File: src/hdl/supply_ctrl_pkg.sv
// constants, types and register map of the output and mode control block
// assumes one 200 MHz clock domain and a plain strobe register port
package supply_ctrl_pkg;
	// ----------------------------------------------------------------
	// timing
	// ----------------------------------------------------------------
	localparam int CLK_PERIOD_NS     = 5;
	localparam int SYNC_STAGES       = 2;
	localparam int SHUT_MIN_US       = 100;
	localparam int TRIG_PULSE_MIN_US = 100;
	// filters equal to the least pulse minus synchroniser latency
	localparam int SHUT_FILTER_CYCLES = SHUT_MIN_US * 1000 / CLK_PERIOD_NS - SYNC_STAGES;
	localparam int TRIG_FILTER_CYCLES = TRIG_PULSE_MIN_US * 1000 / CLK_PERIOD_NS - SYNC_STAGES;
	localparam logic [1:0] SETTLE_CYCLES = 2'h3;

	// ----------------------------------------------------------------
	// register map
	// ----------------------------------------------------------------
	localparam int ADDR_W = 8;
	localparam int DATA_W = 32;
	localparam logic [7:0] REG_CMD       = 8'h00;
	localparam logic [7:0] REG_CTRL      = 8'h04;
	localparam logic [7:0] REG_REG_SEL   = 8'h08;
	localparam logic [7:0] REG_GUARD_SRC = 8'h0C;
	localparam logic [3:0] LIMIT_PAGE    = 4'h1;
	localparam logic [7:0] REG_STATUS    = 8'h20;
	localparam int CMD_ON_BIT       = 0;
	localparam int CMD_OFF_BIT      = 1;
	localparam int CMD_SAVE_CFG_BIT = 2;
	localparam int CMD_SAVE_LOC_BIT = 3;
	localparam int CMD_LOC_LSB      = 4;
	localparam int CTRL_MODE_LSB    = 0;
	localparam int CTRL_LOAD_LSB    = 2;
	localparam int GSRC_V_LSB       = 0;
	localparam int GSRC_C_LSB       = 2;
	localparam int ST_OUT_BIT       = 0;
	localparam int ST_SHUT_BIT      = 1;
	localparam int ST_CURR_BIT      = 2;
	localparam int ST_POL_BIT       = 3;

	// ----------------------------------------------------------------
	// switch field and limit codes
	// ----------------------------------------------------------------
	localparam int SW_W    = 5;
	localparam int SW_POL  = 4;
	localparam int LIM_W   = 16;
	localparam logic [15:0] LIMIT_MAX     = 16'hFFFF;
	localparam logic [15:0] LIMIT_MIN_BOX = 16'h1999;

	// ----------------------------------------------------------------
	// types
	// ----------------------------------------------------------------
	typedef enum logic [1:0] {CTRL_TRIGGER = 2'b00, CTRL_STANDBY = 2'b01,
		CTRL_CMD_ONLY = 2'b10} ctrl_mode_e;
	typedef enum logic [1:0] {LOAD_ACTIVE = 2'b00, LOAD_RESISTIVE = 2'b01,
		LOAD_BATTERY = 2'b10} load_type_e;
	typedef enum logic [1:0] {REG_VOLT = 2'b00, REG_CURR = 2'b01, REG_EXT = 2'b10} reg_src_e;
	typedef enum logic [1:0] {GUARD_FIXED = 2'b00, GUARD_EXT = 2'b01,
		GUARD_MIN = 2'b10} guard_src_e;
	typedef enum logic [1:0] {ST_SETTLE = 2'b00, ST_APPLY = 2'b01, ST_RUN = 2'b10} fsm_state_e;
	typedef struct packed {
		logic [15:0] c_neg;
		logic [15:0] c_pos;
		logic [15:0] v_neg;
		logic [15:0] v_pos;
	} limits_s;
	typedef struct packed {
		logic       polarity_inv;
		ctrl_mode_e ctrl;
	} nv_cfg_s;
	typedef struct packed {
		logic    current_mode;
		limits_s limits;
	} preset_s;
endpackage

File: src/hdl/supply_output_ctrl.sv
// output enable, regulation mode and protection source control
// assumes pins asynchronous to clk, analog limits and nv store on clk
`timescale 1ns/100ps
`default_nettype none
module supply_output_ctrl #(
	parameter int SHUT_FILTER = supply_ctrl_pkg::SHUT_FILTER_CYCLES,
	parameter int TRIG_FILTER = supply_ctrl_pkg::TRIG_FILTER_CYCLES
) (
	input  wire logic                     clk,
	input  wire logic                     reset,
	input  wire logic                     ce,
	input  wire logic [7:0]               addr,
	input  wire logic [31:0]              wdata,
	input  wire logic                     wr,
	input  wire logic                     rd,
	output var  logic [31:0]              rdata,
	input  wire logic                     shutdown_pin,
	input  wire logic                     trigger_pin,
	input  wire logic                     mode_pin,
	input  wire logic [4:0]               powerup_switch_field,
	input  wire logic                     reset_powerup_pin,
	input  wire supply_ctrl_pkg::limits_s analog_limits,
	input  wire supply_ctrl_pkg::nv_cfg_s nv_cfg_in,
	output var  logic                     nv_cfg_we,
	output var  supply_ctrl_pkg::nv_cfg_s nv_cfg_out,
	output var  logic                     power_stage_en,
	output var  logic                     output_enable,
	output var  logic                     output_led,
	output var  logic                     fault_indicator,
	output var  logic                     current_mode,
	output var  logic                     setpoint_zero,
	output wire supply_ctrl_pkg::limits_s guard_limits
);
	import supply_ctrl_pkg::*;

	// ----------------------------------------------------------------
	// pin conditioning
	// ----------------------------------------------------------------
	logic       shut_lvl, trig_lvl;
	logic [6:0] pin_s1_q, pin_s2_q;
	logic       mode_lvl, rpu_lvl;
	logic [4:0] sw;

	pulse_qualifier #(.COUNT(SHUT_FILTER), .IDLE(1'b0)) u_shut (
		.clk     (clk),
		.reset   (reset),
		.ce      (ce),
		.pin     (shutdown_pin),
		.level_q (shut_lvl)
	);
	pulse_qualifier #(.COUNT(TRIG_FILTER), .IDLE(1'b1)) u_trig (
		.clk     (clk),
		.reset   (reset),
		.ce      (ce),
		.pin     (trigger_pin),
		.level_q (trig_lvl)
	);

	always_ff @(posedge clk)
	begin
		if (reset)
		begin
			pin_s1_q <= '0;
			pin_s2_q <= '0;
		end
		else if (ce)
		begin
			pin_s1_q <= {mode_pin, reset_powerup_pin, powerup_switch_field};
			pin_s2_q <= pin_s1_q;
		end
	end

	always_comb
	begin
		sw       = pin_s2_q[4:0];
		rpu_lvl  = pin_s2_q[5];
		mode_lvl = pin_s2_q[6];
	end

	// ----------------------------------------------------------------
	// control state
	// ----------------------------------------------------------------
	fsm_state_e state_q, state_d;
	logic [1:0] settle_q, settle_d;
	ctrl_mode_e ctrl_q, ctrl_d;
	load_type_e load_q, load_d;
	reg_src_e   reg_src_q, reg_src_d;
	guard_src_e vsrc_q, vsrc_d, csrc_q, csrc_d;
	limits_s    dig_q, dig_d;
	logic       pol_q, pol_d, shut_q, shut_d, trig_prev_q, trig_prev_d;
	logic       out_en_d, led_d, fault_d, power_d, cur_d, zero_d, nv_we_d;
	nv_cfg_s    nv_out_d;
	logic [31:0] rdata_d;
	logic       on_cmd, off_cmd, trig_on, shut_now, mode_curr, loc_we;
	logic [3:0] loc_idx;
	preset_s    preset;
	preset_s    loc_mem [1:15];

	always_comb
	begin
		state_d     = state_q;
		settle_d    = settle_q;
		ctrl_d      = ctrl_q;
		load_d      = load_q;
		pol_d       = pol_q;
		reg_src_d   = reg_src_q;
		vsrc_d      = vsrc_q;
		csrc_d      = csrc_q;
		dig_d       = dig_q;
		nv_we_d     = 1'b0;
		nv_out_d    = nv_cfg_out;
		on_cmd      = 1'b0;
		off_cmd     = 1'b0;
		loc_we      = 1'b0;
		loc_idx     = wdata[CMD_LOC_LSB +: 4];
		preset      = loc_mem[sw[3:0] == 4'h0 ? 4'h1 : sw[3:0]];
		case (state_q)
			ST_SETTLE:
			begin
				settle_d = settle_q + 1'b1;
				if (settle_q == SETTLE_CYCLES)
					state_d = ST_APPLY;
			end
			ST_APPLY:
			begin
				state_d = ST_RUN;
				if (rpu_lvl)
				begin
					pol_d                 = ~sw[SW_POL];
					ctrl_d                = CTRL_TRIGGER;
					nv_we_d               = 1'b1;
					nv_out_d.polarity_inv = ~sw[SW_POL];
					nv_out_d.ctrl         = CTRL_TRIGGER;
				end
				else
				begin
					pol_d  = nv_cfg_in.polarity_inv;
					ctrl_d = nv_cfg_in.ctrl;
				end
				if (sw == 5'h00)
				begin
					reg_src_d = REG_EXT;
					vsrc_d    = GUARD_EXT;
					csrc_d    = GUARD_EXT;
				end
				else if (!sw[4])
				begin
					reg_src_d = preset.current_mode ? REG_CURR : REG_VOLT;
					dig_d     = preset.limits;
					vsrc_d    = GUARD_FIXED;
					csrc_d    = GUARD_FIXED;
				end
				else
				begin
					reg_src_d = sw[0] ? REG_VOLT : REG_CURR;
					vsrc_d    = GUARD_FIXED;
					csrc_d    = GUARD_FIXED;
					case (sw[3:2])
						2'b00:
						begin
							vsrc_d = GUARD_EXT;
							csrc_d = GUARD_EXT;
						end
						2'b01: dig_d = '{LIMIT_MAX, LIMIT_MIN_BOX, LIMIT_MAX, LIMIT_MIN_BOX};
						2'b10: dig_d = '{LIMIT_MIN_BOX, LIMIT_MAX, LIMIT_MIN_BOX, LIMIT_MAX};
						default: dig_d = '{LIMIT_MAX, LIMIT_MAX, LIMIT_MAX, LIMIT_MAX};
					endcase
				end
			end
			ST_RUN:
			begin
				if (wr)
				begin
					if (addr == REG_CMD)
					begin
						on_cmd  = wdata[CMD_ON_BIT];
						off_cmd = wdata[CMD_OFF_BIT];
						if (wdata[CMD_SAVE_CFG_BIT])
						begin
							nv_we_d               = 1'b1;
							nv_out_d.polarity_inv = pol_q;
							nv_out_d.ctrl         = ctrl_q;
						end
						loc_we = wdata[CMD_SAVE_LOC_BIT] && (loc_idx != 4'h0);
					end
					else if (addr == REG_CTRL)
					begin
						if (wdata[CTRL_MODE_LSB +: 2] != 2'b11)
							ctrl_d = ctrl_mode_e'(wdata[CTRL_MODE_LSB +: 2]);
						if (wdata[CTRL_LOAD_LSB +: 2] != 2'b11)
							load_d = load_type_e'(wdata[CTRL_LOAD_LSB +: 2]);
					end
					else if (addr == REG_REG_SEL)
					begin
						if (wdata[1:0] != 2'b11)
							reg_src_d = reg_src_e'(wdata[1:0]);
					end
					else if (addr == REG_GUARD_SRC)
					begin
						if (wdata[GSRC_V_LSB +: 2] != 2'b11)
							vsrc_d = guard_src_e'(wdata[GSRC_V_LSB +: 2]);
						if (wdata[GSRC_C_LSB +: 2] != 2'b11)
							csrc_d = guard_src_e'(wdata[GSRC_C_LSB +: 2]);
					end
					else if (addr[7:4] == LIMIT_PAGE && addr[1:0] == 2'b00)
						dig_d[{addr[3:2], 4'h0} +: 16] = wdata[15:0];
				end
			end
			default: state_d = ST_SETTLE;
		endcase

		shut_now    = shut_q | shut_lvl;
		shut_d      = shut_now;
		trig_on     = trig_lvl ^ pol_q;
		trig_prev_d = trig_on;
		if (state_q != ST_RUN || shut_now)
			out_en_d = 1'b0;
		else
		begin
			case (ctrl_q)
				CTRL_TRIGGER: out_en_d = trig_on;
				CTRL_STANDBY:
				begin
					if (trig_prev_q && !trig_on)
						out_en_d = 1'b0;
					else if (on_cmd)
						out_en_d = 1'b1;
					else if (off_cmd)
						out_en_d = 1'b0;
					else
						out_en_d = output_enable;
				end
				default:
				begin
					if (on_cmd)
						out_en_d = 1'b1;
					else if (off_cmd)
						out_en_d = 1'b0;
					else
						out_en_d = output_enable;
				end
			endcase
		end
		led_d     = out_en_d;
		fault_d   = shut_d;
		power_d   = !shut_d;
		mode_curr = (reg_src_d == REG_CURR) || (reg_src_d == REG_EXT && !mode_lvl);
		if (!out_en_d && load_d == LOAD_ACTIVE)
			cur_d = 1'b0;
		else if (!out_en_d && load_d == LOAD_BATTERY)
			cur_d = 1'b1;
		else
			cur_d = mode_curr;
		zero_d = !out_en_d;

		rdata_d = '0;
		if (rd)
		begin
			if (addr == REG_CTRL)
			begin
				rdata_d[CTRL_MODE_LSB +: 2] = ctrl_q;
				rdata_d[CTRL_LOAD_LSB +: 2] = load_q;
			end
			else if (addr == REG_REG_SEL)
				rdata_d[1:0] = reg_src_q;
			else if (addr == REG_GUARD_SRC)
			begin
				rdata_d[GSRC_V_LSB +: 2] = vsrc_q;
				rdata_d[GSRC_C_LSB +: 2] = csrc_q;
			end
			else if (addr[7:4] == LIMIT_PAGE && addr[1:0] == 2'b00)
				rdata_d[15:0] = dig_q[{addr[3:2], 4'h0} +: 16];
			else if (addr == REG_STATUS)
			begin
				rdata_d[ST_OUT_BIT]  = output_enable;
				rdata_d[ST_SHUT_BIT] = shut_q;
				rdata_d[ST_CURR_BIT] = current_mode;
				rdata_d[ST_POL_BIT]  = pol_q;
			end
		end
	end

	always_ff @(posedge clk)
	begin
		if (reset)
		begin
			state_q         <= ST_SETTLE;
			settle_q        <= 2'h0;
			ctrl_q          <= CTRL_TRIGGER;
			load_q          <= LOAD_ACTIVE;
			pol_q           <= 1'b0;
			reg_src_q       <= REG_VOLT;
			vsrc_q          <= GUARD_EXT;
			csrc_q          <= GUARD_EXT;
			dig_q           <= '{LIMIT_MAX, LIMIT_MAX, LIMIT_MAX, LIMIT_MAX};
			shut_q          <= 1'b0;
			trig_prev_q     <= 1'b1;
			output_enable   <= 1'b0;
			output_led      <= 1'b0;
			fault_indicator <= 1'b0;
			power_stage_en  <= 1'b1;
			current_mode    <= 1'b0;
			setpoint_zero   <= 1'b1;
			nv_cfg_we       <= 1'b0;
			nv_cfg_out      <= '{1'b0, CTRL_TRIGGER};
			rdata           <= '0;
		end
		else if (ce)
		begin
			state_q         <= state_d;
			settle_q        <= settle_d;
			ctrl_q          <= ctrl_d;
			load_q          <= load_d;
			pol_q           <= pol_d;
			reg_src_q       <= reg_src_d;
			vsrc_q          <= vsrc_d;
			csrc_q          <= csrc_d;
			dig_q           <= dig_d;
			shut_q          <= shut_d;
			trig_prev_q     <= trig_prev_d;
			output_enable   <= out_en_d;
			output_led      <= led_d;
			fault_indicator <= fault_d;
			power_stage_en  <= power_d;
			current_mode    <= cur_d;
			setpoint_zero   <= zero_d;
			nv_cfg_we       <= nv_we_d;
			nv_cfg_out      <= nv_out_d;
			rdata           <= rdata_d;
		end
	end

	// preset store written by the save-location command
	always_ff @(posedge clk)
	begin
		if (ce && loc_we)
			loc_mem[loc_idx] <= '{current_mode, dig_q};
	end

	// ----------------------------------------------------------------
	// protection limit selectors
	// ----------------------------------------------------------------
	logic [63:0] guard_w;
	genvar gi;
	generate
		for (gi = 0; gi < 4; gi++)
		begin : g_guard
			guard_limit_select u_sel (
				.clk     (clk),
				.reset   (reset),
				.ce      (ce),
				.src     (gi < 2 ? vsrc_q : csrc_q),
				.digital (dig_q[gi*16 +: 16]),
				.analog  (analog_limits[gi*16 +: 16]),
				.limit_q (guard_w[gi*16 +: 16])
			);
		end
	endgenerate
	assign guard_limits = guard_w;
endmodule
`default_nettype wire

File: src/hdl/pulse_qualifier.sv
// two-stage synchroniser and pulse-width filter for one pin
// assumes the pin is asynchronous to clk
`timescale 1ns/100ps
`default_nettype none
module pulse_qualifier #(
	parameter int   COUNT = 19998,
	parameter logic IDLE  = 1'b0
) (
	input  wire logic clk,
	input  wire logic reset,
	input  wire logic ce,
	input  wire logic pin,
	output var  logic level_q
);
	import supply_ctrl_pkg::*;
	localparam int CW = $clog2(COUNT + 1);
	logic [1:0]    sync_q, sync_d;
	logic [CW-1:0] cnt_q, cnt_d;
	logic          level_d;

	always_comb
	begin
		sync_d  = {sync_q[0], pin};
		level_d = level_q;
		cnt_d   = '0;
		if (sync_q[1] != level_q)
		begin
			if (cnt_q == CW'(COUNT - 1))
				level_d = sync_q[1];
			else
				cnt_d = cnt_q + 1'b1;
		end
	end

	always_ff @(posedge clk)
	begin
		if (reset)
		begin
			sync_q  <= {IDLE, IDLE};
			cnt_q   <= '0;
			level_q <= IDLE;
		end
		else if (ce)
		begin
			sync_q  <= sync_d;
			cnt_q   <= cnt_d;
			level_q <= level_d;
		end
	end
endmodule
`default_nettype wire

File: src/hdl/guard_limit_select.sv
// picks one protection limit from digital setting, analog input or lesser
// assumes analog values arrive already digitised on clk
`timescale 1ns/100ps
`default_nettype none
module guard_limit_select (
	input  wire logic                        clk,
	input  wire logic                        reset,
	input  wire logic                        ce,
	input  wire supply_ctrl_pkg::guard_src_e src,
	input  wire logic [15:0]                 digital,
	input  wire logic [15:0]                 analog,
	output var  logic [15:0]                 limit_q
);
	import supply_ctrl_pkg::*;
	logic [15:0] limit_d;

	always_comb
	begin
		limit_d = limit_q;
		case (src)
			GUARD_FIXED: limit_d = digital;
			GUARD_EXT:   limit_d = analog;
			GUARD_MIN:   limit_d = (digital < analog) ? digital : analog;
			default:     limit_d = limit_q;
		endcase
	end

	always_ff @(posedge clk)
	begin
		if (reset)
			limit_q <= LIMIT_MAX;
		else if (ce)
			limit_q <= limit_d;
	end
endmodule
`default_nettype wire

File: config.mk
export PLATFORM = sky130hd
export DESIGN_NAME = supply_output_ctrl
export DESIGN_NICKNAME = d
export VERILOG_FILES = /design/src/hdl/supply_ctrl_pkg.sv /design/src/hdl/supply_output_ctrl.sv /design/src/hdl/pulse_qualifier.sv /design/src/hdl/guard_limit_select.sv
export SDC_FILE = /design/constraint.sdc
export NUM_CORES = 2
export LEC_CHECK = 0
export CAP_MARGIN = 30
export CORE_MARGIN = 10
export CORE_UTILIZATION = 50
export CTS_CLUSTER_DIAMETER = 60
export DETAILED_ROUTE_END_ITERATION = 16
export DONT_BUFFER_PORTS = 1
export PLACE_DENSITY_LB_ADDON = 0.08
export SETUP_SLACK_MARGIN = 0.15
export SLEW_MARGIN = 40
export SYNTH_ARGS = -nofsm -noshare
export SYNTH_HDL_FRONTEND = slang
export SYNTH_SLANG_ARGS = --single-unit
export TNS_END_PERCENT = 30
File: constraint.sdc
create_clock -name clk -period 10.7 [get_ports clk]
set_input_delay 1.605 -clock clk [delete_from_list [all_inputs] [get_ports clk]]
set_output_delay 1.605 -clock clk [all_outputs]
set_load 0.005 [all_outputs]
# Word level (Yosys, flattened, before mapping)
# Memory sizes are Yosys's and may differ from the RTL's.
# Index checks and enable logic that the tools add are counted.
[word_totals]
ff_bits = 219
ramBits = 975
in_bits = 121
output_inout_bits = 106
elab_cells = 232
memories = 1
[op_classes]
n_addsub = 4
magnitude_cmp = 4
eq_ne = 41
shifts = 3
mux = 102
n_bitwise = 4
reduce_logical = 39
[memory_table]
columns = ["memory", "depth", "width", "read_ports", "rd_clocked_by_memory_dff", "write_ports", "line", "rtl"]
rows = [
  ["loc_mem", 15, 65, 1, 0, 1, "supply_output_ctrl.sv:97", "preset_s loc_mem [1:15];"],
]
[ops]
columns = ["cell", "n"]
rows = [
  ["$mux W64", 8],
  ["$pmux W16 S3", 4],
  ["$pmux W64 S3", 1],
  ["$pmux W64 S2", 1],
  ["$mux W16", 5],
  ["$bwmux W64", 1],
  ["$lt A16 B16 Y1", 4],
  ["$shift A16 B8 Y64 const A", 1],
  ["$shiftx A16 B8 Y64", 1],
  ["$shiftx A64 B7 Y16", 1],
  ["$mux W15", 4],
  ["$mux W2", 29],
  ["$mux W12", 3],
  ["$ne A2 B2 Y1 const B", 18],
  ["$add A15 B1 Y15 const B", 2],
  ["$eq A15 B15 Y1 const B", 2],
  ["$mux W1", 28],
  ["$mux W4", 5],
  ["$eq A8 B4 Y1 const B", 2],
  ["$pmux W2 S2", 4],
  ["$reduce_and A8 Y1", 2],
  ["$eq A2 B2 Y1 const B", 7],
  ["$logic_not A2 Y1", 7],
  ["$mux W14", 1],
  ["28 further kinds", 56],
]

# Logic depth before layout (Yosys ltp)
[depth]
ltp_word = 13
mapped_depth = 12
mapped_depth_nobuf = 9

# Hierarchy
# Synthesis repeated with hierarchy kept, for this count alone.
[hier_totals]
hier_cells = 3980
hier_area_um2 = 52790.6
[modules_own_cells]
columns = ["mod", "instances", "cells_each", "area_each_um2", "seq_area_each_um2"]
rows = [
  ["supply_output_ctrl", 1, 2830, 44002.2, 31660.4],
  ["guard_limit_select", 4, 231, 1719.1, 320.3],
  ["pulse_qualifier (u_trig)", 1, 112, 957.2, 360.3],
  ["pulse_qualifier (u_shut)", 1, 114, 954.7, 360.3],
]

# Worst setup path before layout
# Ideal clock, no wire load.
[synth_path]
path_kind = "input to register"
from = "input addr[3]"
to = "memory loc_mem[3][0] in the netlist's numbering (enable)"
setup_time_ps = 568
arrival_time_ps = 7698
required_time_ps = 10132
slack_ps = 2434
cell_stages = 10
n_path_buf = 3
path_cell_list = "clkbuf_1 clkbuf_1 inv_1 ha_1 clkbuf_1 nand2_1 or3_4 nor2_2 nand3_1 nor3_1"
[synth_between]
elab_chain_len = 7
[synth_lines]
columns = ["element", "line", "rtl"]
rows = [
  ["start, declared", "supply_output_ctrl.sv:12", "input wire logic [7:0] addr,"],
  ["$logic_not A8 Y1", "supply_output_ctrl.sv:174", "if (addr == REG_CMD)"],
  ["$mux W1", "supply_output_ctrl.sv:174", ""],
  ["$mux W1", "supply_output_ctrl.sv:172", "if (wr)"],
  ["$mux W1", "supply_output_ctrl.sv:117", "case (state_q)"],
  ["$logic_and A1 B1 Y1", "supply_output_ctrl.sv:336", "if (ce && loc_we)"],
  ["$mux W1", "supply_output_ctrl.sv:336", ""],
  ["$mux W1 (implied by the code)", "supply_output_ctrl.sv:337", "loc_mem[loc_idx] <= '{current_mode, dig_q};"],
  ["end, declared", "supply_output_ctrl.sv:97", ""],
]
# No other way between the ends.

# Worst setup path after layout
[layout_path]
from = "input addr[7]"
to = "memory loc_mem[12][48] in the netlist's numbering (enable)"
# The elaborated chain is that of the path after synthesis.

==> metrics.cfg <==
[sta]
grt_setup_unrepaired = false
worst_slew_pin_slew_ns = 0.898
post-route-min-period_ns = 4.70
hold_violations = 0
fin_crit_sh_pct = 43.9
slew_headroom_pct = 40.2
skew_ns = 0.0270
fmax_mhz = 213
timing.final.ws_setup_ns = 6.00
setup-tns-final_ns = 0
setup_viol = 0
drv_slew = 0

[die]
core_um2 = 100000
fp-row-count = 116
initial_core_util_pct = 50.5
die_w_um = 339
io_pins = 227
die_area_um2 = 115000
die-height_um = 339

[power]
power_density_nw_per_um2 = 175
ir_drop_mv = 0.142
leakage_nw = 18.6

[placed_design]
dp_hpwl_um = 94000
place_congestion = 0.902
dp_slack_ns = 5.29
port_buffers = 0

[grt]
grt_pass1_wl_um = 225000
grt_usage_pct = 26.7
antenna_found_initial = 16
grt_max_degree = 177
grt_pass1_vias = 32347
overflow = 0

[worst_setup_path]
start_kind = primary input
critPathTopFamily = simple AND/OR/NAND/NOR gates
cpMaxStageDelayCell = or4_1
cp_max_fo = 49
crit_chain = or4_1, or3_4, nor2_2, or4b_1, nor2_4, buf_6
timing.rr.end = dig_q[63]$_SDFFE_PP1P_
path_class = primary input to flip-flop
critical_path.max_stage_delay_ns = 0.72
reg2reg_depth = 11
timing.rr.start = state_q[0]$_SDFFE_PP0P_
ff2ff_setup_slack_ns = 6.17
critPathBufInv = 1
cp.arrival_ns = 5.05
required_ns = 11.05
endpoint_kind = flip-flop

[route]
wl_um = 158000
first_pass_iters = 6
drt-vias-per-instance = 6.30
antenna_left = 0
drc = 0
vias = 33160
drtIter0Drc = 3584
wl_per_cell_um = 30.0

[synth]
ys_types = 80
synthTopCellsByCount = 975 x edfxtp_1, 381 x nand2_1, 272 x mux2i_1
async_flop_share_pct = 0
synth_edf_count = 975
ys_warn_count = 0
seq_area_frac_synth_pct = 66.4
syn_inst = 3780
synthFlopType = edfxtp_1
syn_area_um2 = 50700
synth_top_area_cell = edfxtp_1
synth_most_common_cell = edfxtp_1
synth_top_area_share_pct = 57.7
syn_avg_cell_area_um2 = 13.4
synth-seq-cells = 1194
synth_area_leaders = edfxtp_1 58%, dfxtp_1 8.6%, mux2i_1 5.4%

[job]
maxCapViolations = 0

[status]
status = finished, final reports clean

[final_layout]
drive_gt1_share_pct = 13.9
nets = 4000
syn2layout_area_growth_pct = 12.5

[clock_network]
cts_max_level = 4
root_buffer = clkbuf_16
numCtsBuffers = 133
cts_resized = 0
clock_latency_ns = 0.74
clk_path_buf_depth = 3
cts_tree = built
clock_sinks = 1194
holdBufCountCts = 0
path_clk_slew_ns = 0.06
postCtsSetupBuffers = 0

[hold_path]
hold_depth = 2
min_from = settle_q[1]$_SDFFE_PP0P_
hp-class = flip-flop to flip-flop
min_to = settle_q[1]$_SDFFE_PP0P_

cells by family after synthesis:
logic type | after synthesis | share of synthesized area (%)
adder cells (fa/ha/maj) | 81 | 2.00
AND/OR/NAND/NOR | 860 | 7.63
multiplexers | 434 | 10.3
flip-flops | 1194 | 66.4
buffers and inverters | 345 | 2.82
other | 1 | 0.00739
XOR/XNOR | 30 | 0.518
AO/OA/AOI/OAI | 835 | 10.4
how the worst max path moves through the flow:
stage	startpoint	endpoint	slack (ns)	depth (start not counted)
3_3_place_gp	addr[7]	loc_mem[4][15]$_DFFE_PP_	4.98	6
3_5_place_dp	addr[7]	loc_mem[12][20]$_DFFE_PP_	5.29	6
5_1_grt	addr[7]	loc_mem[12][52]$_DFFE_PP_	5.95	6
2_1_floorplan	addr[3]	loc_mem[3][0]$_DFFE_PP_	2.43	10
6_report	addr[7]	loc_mem[12][48]$_DFFE_PP_	6.00	6
4_1_cts	addr[7]	loc_mem[12][52]$_DFFE_PP_	6.07	6
power by group:
part,switching (mW),internal [mW]
logic,0.263,0.166
clock network,1.84,2.68
registers,0.0430,5.00
layer usage:
layer  wire length, um  share of wire, %  track usage (%)  vias up
met2             74100                47             42.9     1721
met5                28             0.018                0        -
li1                  -                 -                -    14397
met3             16400                10             7.29      339
met4              7080               4.5             11.6        4
met1             60200                38             33.7    16699
layout by cell type, fill, tap and decap left out, types with 18 or more instances in the layout:
cell	count
a211oi_1	34
a221o_1	28
clkinv_2	19
nand2_1	380
mux4_2	59
nor3_1	49
a21oi_1	246
nor2_1	181
o21ai_0	217
clkbuf_16	139
a221oi_1	29
dfxtp_1	202
nor2b_1	23
o31ai_1	19
buf_4	89
a31oi_1	34
and3_1	47
o211ai_1	52
ha_1	78
nand2b_1	30
a22oi_1	18
o221ai_1	19
edfxtp_1	975
mux2i_1	272
xor2_1	23
a21o_1	28
a211o_1	18
clkbuf_1	33
inv_1	97
mux2_2	103
nand3_1	51
o22ai_1	24
cell type report:
cell class                 instances  area (um^2)
fill                            8090        43400
inverter                          98          369
tap                             1357         1700
clock buffer                     183         3740
sequential                      1194        33700
clock inverter                    58          604
timing repair buffer             115         1070
antenna                            2         5.00
multi-input combinational       2256        15900
sequential cells by signal, summed over array words and instances, names as in the netlist, 7 cells and up:
register / flops
u_shut.cnt_q: 15
dig_q: 64
pin_s1_q: 7
g_guard.u_sel.limit_q: 64
loc_mem: 975
u_trig.cnt_q: 15
rdata: 16
pin_s2_q: 7
worst min-delay path, delay by kind of cell (launching register included):
kind | cells | cell delay, ns
and+or+nand+nor | 1 | 0.05
DFF | 1 | 0.32
AOI/OAI and AO/OA | 1 | 0.06
stage by stage:
step	area (um^2)	total power [mW]	instances	utilization, %	hold slack (ns)
floorplan	50800	5.44	3795	-	0.431
global placement	52400	5.55	5011	52.2	0.431
detailed placement	52700	5.56	5019	52.4	0.455
CTS	57000	10.0	5260	56.8	0.467
global route	57100	10.3	5261	56.8	0.487
finish	57100	9.99	5263	56.8	0.472
Power figures use the tool's default switching activity.
